--- src/core/acsc_pkg.sv ---
// shared constants and types of the audio clock select block
package acsc_pkg;
  localparam int CLK_FREQ_MHZ = 250;
  localparam int SWITCH_HOLD_NS = 8;
  localparam int SWITCH_HOLD_CYC = (SWITCH_HOLD_NS * CLK_FREQ_MHZ + 999) / 1000;

  localparam logic [6:0] PLL_RATE_CONFIG_ADDR = 7'h75;
  localparam logic [6:0] CONVERTER_CLOCK_SELECT_ADDR = 7'h76;
  localparam logic [6:0] INTERNAL_CLOCK_SELECT_ADDR = 7'h77;
  localparam logic [6:0] PLL_REFERENCE_SELECT_ADDR = 7'h78;
  localparam logic [6:0] CLOCK_OUTPUT_ENABLE_ADDR = 7'h7A;

  localparam logic [7:0] PLL_RATE_CONFIG_RST = 8'h00;
  localparam logic [7:0] CONVERTER_CLOCK_SELECT_RST = 8'h00;
  localparam logic [7:0] INTERNAL_CLOCK_SELECT_RST = 8'h00;
  localparam logic [7:0] PLL_REFERENCE_SELECT_RST = 8'h00;
  localparam logic [7:0] CLOCK_OUTPUT_ENABLE_RST = 8'h00;

  localparam logic [7:0] INTERNAL_CLOCK_SELECT_MASK = 8'h1F;
  localparam logic [7:0] PLL_REFERENCE_SELECT_MASK = 8'hC0;
  localparam logic [7:0] CLOCK_OUTPUT_ENABLE_MASK = 8'h37;

  localparam int SEC_RATE_LSB = 6;
  localparam int SEC_RATIO_BIT = 5;
  localparam int SEC_DOUBLE_BIT = 4;
  localparam int FIRST_RATE_LSB = 2;
  localparam int FIRST_RATIO_BIT = 1;
  localparam int FIRST_DOUBLE_BIT = 0;
  localparam int DAC_SRC_LSB = 5;
  localparam int ADC_SRC_LSB = 2;
  localparam int ICLK_B_LSB = 0;
  localparam int ICLK_A_LSB = 3;
  localparam int SEC_INT_LSB = 1;
  localparam int FIRST_INT_BIT = 0;
  localparam int SEC_REF_BIT = 7;
  localparam int FIRST_REF_BIT = 6;
  localparam int RX_PD_BIT = 5;
  localparam int RX_MODE_BIT = 4;
  localparam int SYS_A_BIT = 2;
  localparam int SYS_B_BIT = 1;
  localparam int SYS_C_BIT = 0;

  localparam logic [1:0] RATE_48K = 2'h0;
  localparam logic [1:0] RATE_RSVD = 2'h1;
  localparam logic [1:0] RATE_32K = 2'h2;
  localparam logic [1:0] RATE_44K1 = 2'h3;
  localparam logic [25:0] BASE_48K_HZ = 26'h000BB80;
  localparam logic [25:0] BASE_32K_HZ = 26'h0007D00;
  localparam logic [25:0] BASE_44K1_HZ = 26'h000AC44;
  localparam logic [25:0] RATIO_LOW = 26'h0000100;
  localparam logic [25:0] RATIO_HIGH = 26'h0000180;

  localparam logic [1:0] ROUTE_PLL = 2'h0;
  localparam logic [1:0] ROUTE_RECOVERED = 2'h3;

  typedef enum logic {MUX_RUN, MUX_HOLD} acsc_mux_st_t;
endpackage : acsc_pkg

--- src/core/acsc_clk_mux.sv ---
// glitch-free clock source selector, sampled in the system clock domain
`timescale 1ns/100ps
module acsc_clk_mux
  import acsc_pkg::*;
#(
  parameter int SW = 1
) (
  input wire logic clk,
  input wire logic rst_n,
  input wire logic [SW-1:0] sel,
  input wire logic [(1<<SW)-1:0] src,
  output logic clk_out
);
  acsc_mux_st_t state_r;
  logic [SW-1:0] cur_r;
  logic [3:0] hold_r;
  logic out_r;
  logic cur_src;

  assign cur_src = src[cur_r];
  assign clk_out = out_r;

  // leave the old source only on its low phase, then idle low before taking the new one;
  // a source stopped high stalls the change until it falls
  always_ff @(posedge clk or negedge rst_n) begin
    if (!rst_n) begin
      state_r <= MUX_RUN;
      cur_r <= '0;
      hold_r <= 4'h0;
      out_r <= 1'b0;
    end else begin
      case (state_r)
        MUX_RUN: begin
          if (sel != cur_r && !cur_src) begin
            out_r <= 1'b0;
            hold_r <= 4'(SWITCH_HOLD_CYC - 1);
            state_r <= MUX_HOLD;
          end else begin
            out_r <= cur_src;
          end
        end
        MUX_HOLD: begin
          out_r <= 1'b0;
          if (hold_r != 4'h0) begin
            hold_r <= hold_r - 4'h1;
          end else if (!src[sel]) begin
            cur_r <= sel;
            state_r <= MUX_RUN;
          end
        end
        default: state_r <= MUX_RUN;
      endcase
    end
  end
endmodule : acsc_clk_mux

--- src/core/acsc_top.sv ---
// audio clock select and configuration registers
`timescale 1ns/100ps
module acsc_top
  import acsc_pkg::*;
(
  input wire logic CLK,
  input wire logic RST_N,
  input wire logic REG_WR,
  input wire logic REG_RD,
  input wire logic [6:0] REG_ADDR,
  input wire logic [7:0] REG_WDATA,
  output logic [7:0] REG_RDATA,
  input wire logic XTAL_IN,
  input wire logic MCLK_IN,
  input wire logic FIRST_RATE_OUT,
  input wire logic SECOND_RATE_OUT,
  input wire logic THIRD_RATE_OUT,
  input wire logic RX_PLL_512,
  input wire logic RX_PLL_256,
  input wire logic RX_RECOVERED_CLK,
  input wire logic PLL_SYS_CLK_A,
  input wire logic PLL_SYS_CLK_B,
  input wire logic PLL_SYS_CLK_C,
  input wire logic [1:0] RECOVERED_CLOCK_ROUTE,
  input wire logic CRYSTAL_HALVE_ENABLE,
  output logic [1:0] FIRST_PLL_RATE_SEL,
  output logic FIRST_PLL_RATIO_SEL,
  output logic FIRST_PLL_RATE_DOUBLE,
  output logic [1:0] SECOND_PLL_RATE_SEL,
  output logic SECOND_PLL_RATIO_SEL,
  output logic SECOND_PLL_RATE_DOUBLE,
  output logic [25:0] FIRST_PLL_FREQ_HZ,
  output logic [25:0] SECOND_PLL_FREQ_HZ,
  output logic FIRST_PLL_REF_CLK,
  output logic SECOND_PLL_REF_CLK,
  output logic FIRST_PLL_INTERNAL_CLOCK,
  output logic SECOND_PLL_INTERNAL_CLOCK,
  output logic DAC_CLK,
  output logic ADC_CLK,
  output logic INTERNAL_CLOCK_A,
  output logic INTERNAL_CLOCK_B,
  output logic RECEIVER_POWER_DOWN,
  output logic RECEIVER_INPUT_MODE,
  output logic SYSTEM_CLOCK_OUT_A,
  output logic SYSTEM_CLOCK_OUT_B,
  output logic SYSTEM_CLOCK_OUT_C
);
  logic [7:0] rate_r;
  logic [7:0] conv_r;
  logic [7:0] int_r;
  logic [7:0] ref_r;
  logic [7:0] oen_r;
  logic [7:0] rdata_r;
  logic [25:0] first_freq_r;
  logic [25:0] sec_freq_r;
  logic route_r;
  logic [3:0] halve_src;
  logic [3:0] prev_r;
  logic [3:0] half_r;
  logic xtal_ref;
  logic first_int_clk;
  logic sec_int_clk;
  logic sysc_src;
  logic [2:0] sys_src;
  logic [2:0] gate_en_r;
  logic [2:0] sys_out_r;
  logic [1:0] sec_rate_nxt;
  logic [1:0] first_rate_nxt;

  // ---------------- register port ----------------

  // a reserved rate code is dropped and the field keeps its old value
  always_comb begin
    sec_rate_nxt = rate_r[SEC_RATE_LSB +: 2];
    first_rate_nxt = rate_r[FIRST_RATE_LSB +: 2];
    if (REG_WDATA[SEC_RATE_LSB +: 2] != RATE_RSVD) begin
      sec_rate_nxt = REG_WDATA[SEC_RATE_LSB +: 2];
    end
    if (REG_WDATA[FIRST_RATE_LSB +: 2] != RATE_RSVD) begin
      first_rate_nxt = REG_WDATA[FIRST_RATE_LSB +: 2];
    end
  end

  always_ff @(posedge CLK or negedge RST_N) begin
    if (!RST_N) begin
      rate_r <= PLL_RATE_CONFIG_RST;
      conv_r <= CONVERTER_CLOCK_SELECT_RST;
      int_r <= INTERNAL_CLOCK_SELECT_RST;
      ref_r <= PLL_REFERENCE_SELECT_RST;
      oen_r <= CLOCK_OUTPUT_ENABLE_RST;
    end else if (REG_WR) begin
      if (REG_ADDR == PLL_RATE_CONFIG_ADDR) begin
        rate_r[SEC_RATE_LSB +: 2] <= sec_rate_nxt;
        rate_r[SEC_RATIO_BIT] <= REG_WDATA[SEC_RATIO_BIT];
        rate_r[SEC_DOUBLE_BIT] <= REG_WDATA[SEC_DOUBLE_BIT];
        rate_r[FIRST_RATE_LSB +: 2] <= first_rate_nxt;
        rate_r[FIRST_RATIO_BIT] <= REG_WDATA[FIRST_RATIO_BIT];
        rate_r[FIRST_DOUBLE_BIT] <= REG_WDATA[FIRST_DOUBLE_BIT];
      end else if (REG_ADDR == CONVERTER_CLOCK_SELECT_ADDR) begin
        conv_r <= REG_WDATA;
      end else if (REG_ADDR == INTERNAL_CLOCK_SELECT_ADDR) begin
        int_r <= REG_WDATA & INTERNAL_CLOCK_SELECT_MASK;
      end else if (REG_ADDR == PLL_REFERENCE_SELECT_ADDR) begin
        ref_r <= REG_WDATA & PLL_REFERENCE_SELECT_MASK;
      end else if (REG_ADDR == CLOCK_OUTPUT_ENABLE_ADDR) begin
        oen_r <= REG_WDATA & CLOCK_OUTPUT_ENABLE_MASK;
      end
    end
  end

  // read data is registered and stands until the next read
  always_ff @(posedge CLK or negedge RST_N) begin
    if (!RST_N) begin
      rdata_r <= 8'h00;
    end else if (REG_RD) begin
      if (REG_ADDR == PLL_RATE_CONFIG_ADDR) begin
        rdata_r <= rate_r;
      end else if (REG_ADDR == CONVERTER_CLOCK_SELECT_ADDR) begin
        rdata_r <= conv_r;
      end else if (REG_ADDR == INTERNAL_CLOCK_SELECT_ADDR) begin
        rdata_r <= int_r;
      end else if (REG_ADDR == PLL_REFERENCE_SELECT_ADDR) begin
        rdata_r <= ref_r;
      end else if (REG_ADDR == CLOCK_OUTPUT_ENABLE_ADDR) begin
        rdata_r <= oen_r;
      end else begin
        rdata_r <= 8'h00;
      end
    end
  end

  assign REG_RDATA = rdata_r;
  assign SECOND_PLL_RATE_SEL = rate_r[SEC_RATE_LSB +: 2];
  assign SECOND_PLL_RATIO_SEL = rate_r[SEC_RATIO_BIT];
  assign SECOND_PLL_RATE_DOUBLE = rate_r[SEC_DOUBLE_BIT];
  assign FIRST_PLL_RATE_SEL = rate_r[FIRST_RATE_LSB +: 2];
  assign FIRST_PLL_RATIO_SEL = rate_r[FIRST_RATIO_BIT];
  assign FIRST_PLL_RATE_DOUBLE = rate_r[FIRST_DOUBLE_BIT];
  assign RECEIVER_POWER_DOWN = oen_r[RX_PD_BIT];
  assign RECEIVER_INPUT_MODE = oen_r[RX_MODE_BIT];

  // ---------------- pll target frequency ----------------

  function automatic logic [25:0] pll_freq(input logic [1:0] code, input logic ratio,
                                           input logic dbl);
    logic [25:0] base;
    logic [25:0] f;
    case (code)
      RATE_32K: base = BASE_32K_HZ;
      RATE_44K1: base = BASE_44K1_HZ;
      default: base = BASE_48K_HZ;
    endcase
    f = 26'(base * (ratio ? RATIO_HIGH : RATIO_LOW));
    if (dbl) begin
      f = {f[24:0], 1'b0};
    end
    return f;
  endfunction : pll_freq

  always_ff @(posedge CLK or negedge RST_N) begin
    if (!RST_N) begin
      first_freq_r <= 26'h0000000;
      sec_freq_r <= 26'h0000000;
    end else begin
      first_freq_r <= pll_freq(rate_r[FIRST_RATE_LSB +: 2], rate_r[FIRST_RATIO_BIT],
                               rate_r[FIRST_DOUBLE_BIT]);
      sec_freq_r <= pll_freq(rate_r[SEC_RATE_LSB +: 2], rate_r[SEC_RATIO_BIT],
                             rate_r[SEC_DOUBLE_BIT]);
    end
  end

  assign FIRST_PLL_FREQ_HZ = first_freq_r;
  assign SECOND_PLL_FREQ_HZ = sec_freq_r;

  // ---------------- halving dividers ----------------

  assign halve_src = {THIRD_RATE_OUT, SECOND_RATE_OUT, FIRST_RATE_OUT, XTAL_IN};

  // each half toggles on its source's rising edge, so it lags by one system clock
  genvar gh;
  generate
    for (gh = 0; gh < 4; gh++) begin : g_half
      always_ff @(posedge CLK or negedge RST_N) begin
        if (!RST_N) begin
          prev_r[gh] <= 1'b0;
          half_r[gh] <= 1'b0;
        end else begin
          prev_r[gh] <= halve_src[gh];
          if (halve_src[gh] && !prev_r[gh]) begin
            half_r[gh] <= !half_r[gh];
          end
        end
      end
    end
  endgenerate

  assign xtal_ref = CRYSTAL_HALVE_ENABLE ? half_r[0] : XTAL_IN;

  // ---------------- source selectors ----------------

  acsc_clk_mux #(.SW(1)) u_first_int (
    .clk(CLK),
    .rst_n(RST_N),
    .sel(int_r[FIRST_INT_BIT]),
    .src({half_r[1], FIRST_RATE_OUT}),
    .clk_out(first_int_clk)
  );

  acsc_clk_mux #(.SW(2)) u_sec_int (
    .clk(CLK),
    .rst_n(RST_N),
    .sel(int_r[SEC_INT_LSB +: 2]),
    .src({half_r[3], THIRD_RATE_OUT, half_r[2], SECOND_RATE_OUT}),
    .clk_out(sec_int_clk)
  );

  acsc_clk_mux #(.SW(1)) u_first_ref (
    .clk(CLK),
    .rst_n(RST_N),
    .sel(ref_r[FIRST_REF_BIT]),
    .src({MCLK_IN, xtal_ref}),
    .clk_out(FIRST_PLL_REF_CLK)
  );

  acsc_clk_mux #(.SW(1)) u_sec_ref (
    .clk(CLK),
    .rst_n(RST_N),
    .sel(ref_r[SEC_REF_BIT]),
    .src({MCLK_IN, xtal_ref}),
    .clk_out(SECOND_PLL_REF_CLK)
  );

  acsc_clk_mux #(.SW(2)) u_iclk_a (
    .clk(CLK),
    .rst_n(RST_N),
    .sel(int_r[ICLK_A_LSB +: 2]),
    .src({sec_int_clk, first_int_clk, MCLK_IN, XTAL_IN}),
    .clk_out(INTERNAL_CLOCK_A)
  );

  acsc_clk_mux #(.SW(2)) u_iclk_b (
    .clk(CLK),
    .rst_n(RST_N),
    .sel(conv_r[ICLK_B_LSB +: 2]),
    .src({sec_int_clk, first_int_clk, MCLK_IN, XTAL_IN}),
    .clk_out(INTERNAL_CLOCK_B)
  );

  acsc_clk_mux #(.SW(3)) u_dac (
    .clk(CLK),
    .rst_n(RST_N),
    .sel(conv_r[DAC_SRC_LSB +: 3]),
    .src({XTAL_IN, XTAL_IN, RX_PLL_256, RX_PLL_512, sec_int_clk, first_int_clk, MCLK_IN,
          XTAL_IN}),
    .clk_out(DAC_CLK)
  );

  acsc_clk_mux #(.SW(3)) u_adc (
    .clk(CLK),
    .rst_n(RST_N),
    .sel(conv_r[ADC_SRC_LSB +: 3]),
    .src({XTAL_IN, XTAL_IN, RX_PLL_256, RX_PLL_512, sec_int_clk, first_int_clk, MCLK_IN,
          XTAL_IN}),
    .clk_out(ADC_CLK)
  );

  assign FIRST_PLL_INTERNAL_CLOCK = first_int_clk;
  assign SECOND_PLL_INTERNAL_CLOCK = sec_int_clk;

  // reserved route codes leave the previous routing in place
  always_ff @(posedge CLK or negedge RST_N) begin
    if (!RST_N) begin
      route_r <= 1'b0;
    end else if (RECOVERED_CLOCK_ROUTE == ROUTE_PLL) begin
      route_r <= 1'b0;
    end else if (RECOVERED_CLOCK_ROUTE == ROUTE_RECOVERED) begin
      route_r <= 1'b1;
    end
  end

  acsc_clk_mux #(.SW(1)) u_route_c (
    .clk(CLK),
    .rst_n(RST_N),
    .sel(route_r),
    .src({RX_RECOVERED_CLK, PLL_SYS_CLK_C}),
    .clk_out(sysc_src)
  );

  // ---------------- system clock output gates ----------------

  assign sys_src[SYS_A_BIT] = PLL_SYS_CLK_A;
  assign sys_src[SYS_B_BIT] = PLL_SYS_CLK_B;
  assign sys_src[SYS_C_BIT] = sysc_src;

  // the enable only moves while the source is low, so no output pulse is cut short
  genvar gs;
  generate
    for (gs = 0; gs < 3; gs++) begin : g_sys
      always_ff @(posedge CLK or negedge RST_N) begin
        if (!RST_N) begin
          gate_en_r[gs] <= 1'b0;
          sys_out_r[gs] <= 1'b0;
        end else begin
          if (!sys_src[gs]) begin
            gate_en_r[gs] <= !oen_r[gs];
          end
          sys_out_r[gs] <= sys_src[gs] & gate_en_r[gs];
        end
      end
    end
  endgenerate

  assign SYSTEM_CLOCK_OUT_A = sys_out_r[SYS_A_BIT];
  assign SYSTEM_CLOCK_OUT_B = sys_out_r[SYS_B_BIT];
  assign SYSTEM_CLOCK_OUT_C = sys_out_r[SYS_C_BIT];

  // ---------------- checks ----------------

  logic [7:0] wdata_q_r;
  logic [1:0] sec_rate;
  logic x_half;
  logic x_prev;
  logic c_out;
  logic c_off;

  always_ff @(posedge CLK or negedge RST_N) begin
    if (!RST_N) begin
      wdata_q_r <= 8'h00;
    end else begin
      wdata_q_r <= REG_WDATA;
    end
  end

  assign sec_rate = rate_r[SEC_RATE_LSB +: 2];
  assign x_half = half_r[0];
  assign x_prev = prev_r[0];
  assign c_out = sys_out_r[SYS_C_BIT];
  assign c_off = oen_r[SYS_C_BIT];
endmodule : acsc_top

--- config.mk ---
export PLATFORM = sky130hd
export DESIGN_NAME = acsc_top
export DESIGN_NICKNAME = d
export VERILOG_FILES = /design/src/core/acsc_pkg.sv /design/src/core/acsc_clk_mux.sv /design/src/core/acsc_top.sv
export SDC_FILE = /design/constraint.sdc
export NUM_CORES = 1
export LEC_CHECK = 0
export BUFFER_PORTS_ARGS = -buffer_cell sky130_fd_sc_hd__buf_4
export CORE_MARGIN = 2
export CORE_UTILIZATION = 51
export DETAILED_ROUTE_END_ITERATION = 10
export GPL_ROUTABILITY_DRIVEN = 0
export PLACE_DENSITY_LB_ADDON = 0.1
export SYNTH_ARGS = -nofsm -noshare
export SYNTH_HDL_FRONTEND = slang
export SYNTH_SLANG_ARGS = --single-unit
--- constraint.sdc ---
create_clock -name CLK -period 3.57 [get_ports CLK]
set_input_delay 0.1785 -clock CLK [delete_from_list [all_inputs] [get_ports CLK]]
set_output_delay 0.1785 -clock CLK [all_outputs]
set_load 0.05 [all_outputs]
Word level (Yosys, flattened, before mapping) --
Index checks and enable logic that the tools add are counted.
Storage, ports and cells: flip-flop bits (word level) 173, input bits 33, output and inout port bits 81, word-level logic and storage cells 363
Operators by class: add/sub/neg operators 9, $mul 2, $lt $le $gt $ge 18, eq/ne operators 39, multiplexer cells 131, bitwise gates (word level) 34, reduce and logical (&&, ||, !) cells 69
Operators with widths (number):
- 4-bit two-way mux | 18
- 4-bit one-hot mux with 2 select lines | 9
- 1-bit two-way mux | 65
- 16-bit one-hot mux with 2 select lines | 2
- 26-bit by 9-bit multiplier with 26-bit output | 2
- 26-bit two-way mux | 2
- 8-bit two-way mux | 6
- 1-bit one-hot mux with 2 select lines | 18
- 3-bit AND reduction | 12
- 4-bit nonzero test | 9
- 4-bit by 1-bit subtractor with 4-bit output, second input constant | 9
- 7-bit equality test, second input constant | 5
- 1-bit NOT | 31
- 2-bit by 1-bit != test with 1-bit output, second input constant | 11
- 1-bit logical NOT | 20
- 2-bit AND reduction | 10
- 2-bit by 3-bit less-than comparator with 1-bit output, second input constant | 6
- 2-bit != test, second input constant | 9
- 1-bit by 2-bit less-than comparator with 1-bit output, second input constant | 8
- 3-bit by 4-bit less-than comparator with 1-bit output, second input constant | 4
- 1-bit logical AND | 13
- 1-bit binary-select mux with 2-bit select | 6
- 1-bit binary-select mux with 3-bit select | 4
- 2-bit equality test, second input constant | 5
- 10 further kinds | 18

Depth between registers and ports, before layout --
depth in word-level cells 7, mapped depth 14, gate-level depth less buffers 13

Hierarchy --
From an unflattened synthesis, not the netlist that was laid out.
Second synthesis, totals: cells, all modules 850, area, all modules 9123.8 sq um
By module, submodules not included:
- acsc_top | times used 1, cells an instance 461, area each 4785.8 sq um, seq. area each 2026.9 sq um
- acsc_clk_mux at u_first_int ... | times used 4, cells an instance 36, area each 399.1 sq um, seq. area each 175.2 sq um
- acsc_clk_mux at u_adc ... | times used 2, cells an instance 64, area each 693.2 sq um, seq. area each 225.2 sq um
- acsc_clk_mux at u_iclk_a ... | times used 3, cells an instance 39, area each 451.7 sq um, seq. area each 200.2 sq um

Worst setup path before layout --
Ideal clock, no wire load.
path type register to register, start point reg rate_r[3], end point reg first_freq_r[25] (netlist: FIRST_PLL_FREQ_HZ[25]), library setup time 0.126 ns, data arrival time 3.425 ns, required time 3.444 ns, path slack 0.019 ns, cell stages (with the launch flop) 14, buffers on the path 1, period minus slack after synthesis 3.551 ns, cell sequence dfrtp_1 > buf_2 > nand2b_1 > nand2_1 > ha_1 > nor3_1 > fa_1 > xor2_1 > ha_1 > o21ai_0 > and3b_1 > nor3_1 > a21oi_1 > o32a_1
Between the ends: cells in the longest elaborated chain, start to end 4, elaborated cells between the ends (all ways) 5, those cells by class mul: 1; eq/ne: 2; mux: 2
RTL lines:
- start, declared | RTL line acsc_top.sv:48 | logic [7:0] rate_r;
- start signal, assigned by index | RTL line acsc_top.sv:93 | rate_r[SEC_RATE_LSB +: 2] <= sec_rate_nxt;
- start signal, assigned by index | RTL line acsc_top.sv:94 | rate_r[SEC_RATIO_BIT] <= REG_WDATA[SEC_RATIO_BIT];
- start signal, assigned by index | RTL line acsc_top.sv:95 | rate_r[SEC_DOUBLE_BIT] <= REG_WDATA[SEC_DOUBLE_BIT];
- 2-bit equality test | RTL line acsc_top.sv:148 | case (code)
- 16-bit one-hot mux with 2 select lines * | RTL line acsc_top.sv:148
- 26-bit by 9-bit multiplier with 26-bit output * | RTL line acsc_top.sv:153 | f = 26'(base * (ratio ? RATIO_HIGH : RATIO_LOW));
- 26-bit two-way mux * | RTL line acsc_top.sv:154 | if (dbl) begin
- end signal, assigned | RTL line acsc_top.sv:165 | first_freq_r <= pll_freq(rate_r[FIRST_RATE_LSB +: 2], rate_r[FIRST_RATIO_BIT],
- end, declared | RTL line acsc_top.sv:54 | logic [25:0] first_freq_r;
Mark *: on every way between the ends. The rest lies on a longest branch, timed or not. A chain may end at the register's enable or synchronous reset.

Worst setup path in the final report --
start point reg rate_r[2], end point reg first_freq_r[24] (netlist: FIRST_PLL_FREQ_HZ[24])
The elaborated chain is that of the path after synthesis.

==> impl_metrics.toml <==
[worst_setup_path]
ff2ff_setup_slack_ps = 220
cp-start-kind = "flop"
crit_top_cell = "ha_1"
path_delay_family = "adder cells"
cp.required_ps = 3850
worstPathArrival_ps = 3620
timing.rr.start = "rate_r[2]"
cp_cell_sequence = "nand2_1, ha_1, inv_1, ha_1, ha_1, ha_1, ha_1, a41o_1, a221oi_1, xnor2_1, nand2_1, o21ai_0"
ff2ff_path_depth = 12
critical_path_buf_inv_count = 1
critPathKind = "reg2reg"
crit_path_top_delay_cell = "a221oi_1"
crit_path_max_incr_delay_ps = 490
path_max_fanout = 8
reg2reg_to = "FIRST_PLL_FREQ_HZ[24]"
endpoint_kind = "flop"

[timing]
fin_crit_sh = 0.937
whs_ps = 13.8
skew_ps = 7.01
rsz0062_at_grt = "false"
hold_viol = 0
fmax_ghz = 0.299
drv_slew = 0
setup_viol = 0
layout_setup_ws_ps = 225
slew_headroom = 0.419
worst_pin_slew_ps = 872
layout_min_cycle_time_ps = 3350
tns_ps = 0

[detailed_routing]
drt-initial-drc-count = 372
route.final.wire_length_um = 18100
viasPerCell = 5.35
drc_errors = 0
drtPass1Iterations = 4
wl_per_cell_um = 15.7
final_antenna_net_count = 0
num_vias = 6192

[floorplan]
ios = 114
fp.dieH_um = 134
die_area_mm2 = 0.0179
core_area_mm2 = 0.0165
start_util = 0.521
die_width_um = 134
rows = 47

[synth]
netlist_top_cells_area = "dfrtp_1 44%, ha_1 9.9%, mux2_2 5.2%"
ys_seq_area_frac = 0.439
synth_top_area_cell = "dfrtp_1"
postSynthCellCount = 827
async_flop_share = 1.00
synth-seq-cells = 151
postSynthAreaPerCell_um2 = 10.4
synth_cell_types = 60
yosysTopAreaCellShare = 0.439
yosysMostFrequentCell = "dfrtp_1"
ys_top_cells_by_count = "151 x dfrtp_1, 75 x nand2_1, 68 x ha_1"
synth_edf_count = 0
synthFlopType = "dfrtp_1"
yosys_warnings = 0
netlist_area_mm2 = 0.00860

[cells_and_area]
syn_to_final_growth_pct = 17.4
antenna_cells = 0
drive_gt1_frac = 0.208
final_util = 0.611
nFillCells = 1354
layout.nets = 1031

[cts]
clock_sinks = 151
cts-root-buf = "clkbuf_16"
clock_path_buffers = 2
numCtsBuffers = 17
clk_latency_ps = 420
tritoncts = "done"
clk_pin_slew_ps = 60
post-cts-setup-buffers = 0
htree_levels = 4

[run_status]
outcome = "complete, no violations"

[power_and_ir_drop]
max-vdd-ir-drop_mv = 0.548
pwr_density_cell_mw_per_mm2 = 728
p_leak_uw = 0.00487

[hold_path]
hold-path-cell-count = 3
whs_endpoint = "rate_r[3]"
worstHoldStart = "REG_WDATA[3]"
hold_class = "in2reg"

[grt]
grt-ovfl-total = 0
track_usage = 0.214
grt_pass1_vias = 6199
grt_max_degree = 95
grt_pass1_wl_um = 30600
antenna_found_initial = 0

[place]
preCtsSetupSlack_ps = 109
hpwl_um = 13500
port_buffers = 93

[run]
maxCapViolations = 0
==> state kept, by name, indices dropped and copies added, names as in the netlist, 5 cells and up <==
signal	count
FIRST_PLL_FREQ_HZ	15
SECOND_PLL_FREQ_HZ	15
REG_RDATA	8
conv_r	8
rate_r	8
int_r	5
oen_r	5
==> worst register-to-register path: cells and delay by family (launching register included) <==
| kind | cells | cell delay, ps |
|---|---|---|
| AO/OA/AOI/OAI | 3 | 840 |
| flip-flops | 1 | 450 |
| buffers and inverters | 1 | 60 |
| adder cells (fa/ha/maj) | 5 | 1430 |
| AND/OR/NAND/NOR | 2 | 260 |
| XOR/XNOR | 1 | 170 |
==> logic make-up after synthesis <==
logic type,after synthesis,share of synthesized area
mux,71,0.105
flops,151,0.439
compound gates,138,0.102
xor+xnor,46,0.0468
buf+inv,101,0.0556
fa+ha+maj,72,0.108
other cells,1,0.000436
simple gates,247,0.142
==> power by group <==
part | internal (µW) | switching [µW]
logic | 1200 | 1740
clock network | 1010 | 706
registers | 2230 | 465
==> area by class of cell <==
class	count	area, µm²	area share
repair buffers	109	850	0.0841
inverters	53	199	0.0197
multi-input cells	594	4430	0.439
well taps	220	275	0.0272
clock inverters	10	96.3	0.00954
flip-flops and latches	151	3780	0.374
clock buffers	21	470	0.0466
==> through the flow <==
step	total power [µW]	instances	cell area (µm²)
6_report	7360	1158	10100
5_1_grt	7880	1158	10100
4_1_cts	7410	1157	10100
3_5_place_dp	5660	1116	9410
3_3_place_gp	5490	1116	9410
2_1_floorplan	4880	846	8670
==> per-layer routing <==
metal | global-route usage | routed length, µm | vias to the layer above
met5 | 0 | 0 | -
met4 | 0.0514 | 127 | 0
met3 | 0.0484 | 738 | 11
met2 | 0.372 | 9370 | 124
met1 | 0.272 | 7900 | 3024
li1 | - | - | 3033
==> worst max-delay path by stage <==
| stage | slack [ps] | endpoint | cells past startpoint | startpoint |
|---|---|---|---|---|
| after floorplan | 20 | FIRST_PLL_FREQ_HZ[25] | 13 | rate_r[3] |
| after global placement | 290 | FIRST_PLL_FREQ_HZ[25] | 12 | rate_r[2] |
| after detailed placement | 110 | FIRST_PLL_FREQ_HZ[25] | 12 | rate_r[2] |
| after CTS | 100 | FIRST_PLL_FREQ_HZ[25] | 12 | rate_r[2] |
| after global routing | 30 | FIRST_PLL_FREQ_HZ[25] | 12 | rate_r[2] |
| final | 220 | FIRST_PLL_FREQ_HZ[24] | 12 | rate_r[2] |
==> timing repair <==
item | in CTS | in global routing
gates resized for setup | 0 | 5
endpoints found under the setup margin | 0 | 2
endpoints found under the hold margin | 103 | 1
hold buffers | 10 | 1
==> cells in the final DEF (no fill, tap or decap), types with 26 or more instances in the layout <==
cell type / netlist / final
mux2_2: 40 / 40
inv_1: 53 / 53
o21ai_0: 36 / 36
buf_4: 22 / 97
dfrtp_1: 151 / 149
nand2_1: 75 / 75
nor2_1: 55 / 55
xnor2_1: 26 / 26
a21oi_1: 34 / 34
ha_1: 68 / 68
(Power assumes the default switching activity.)
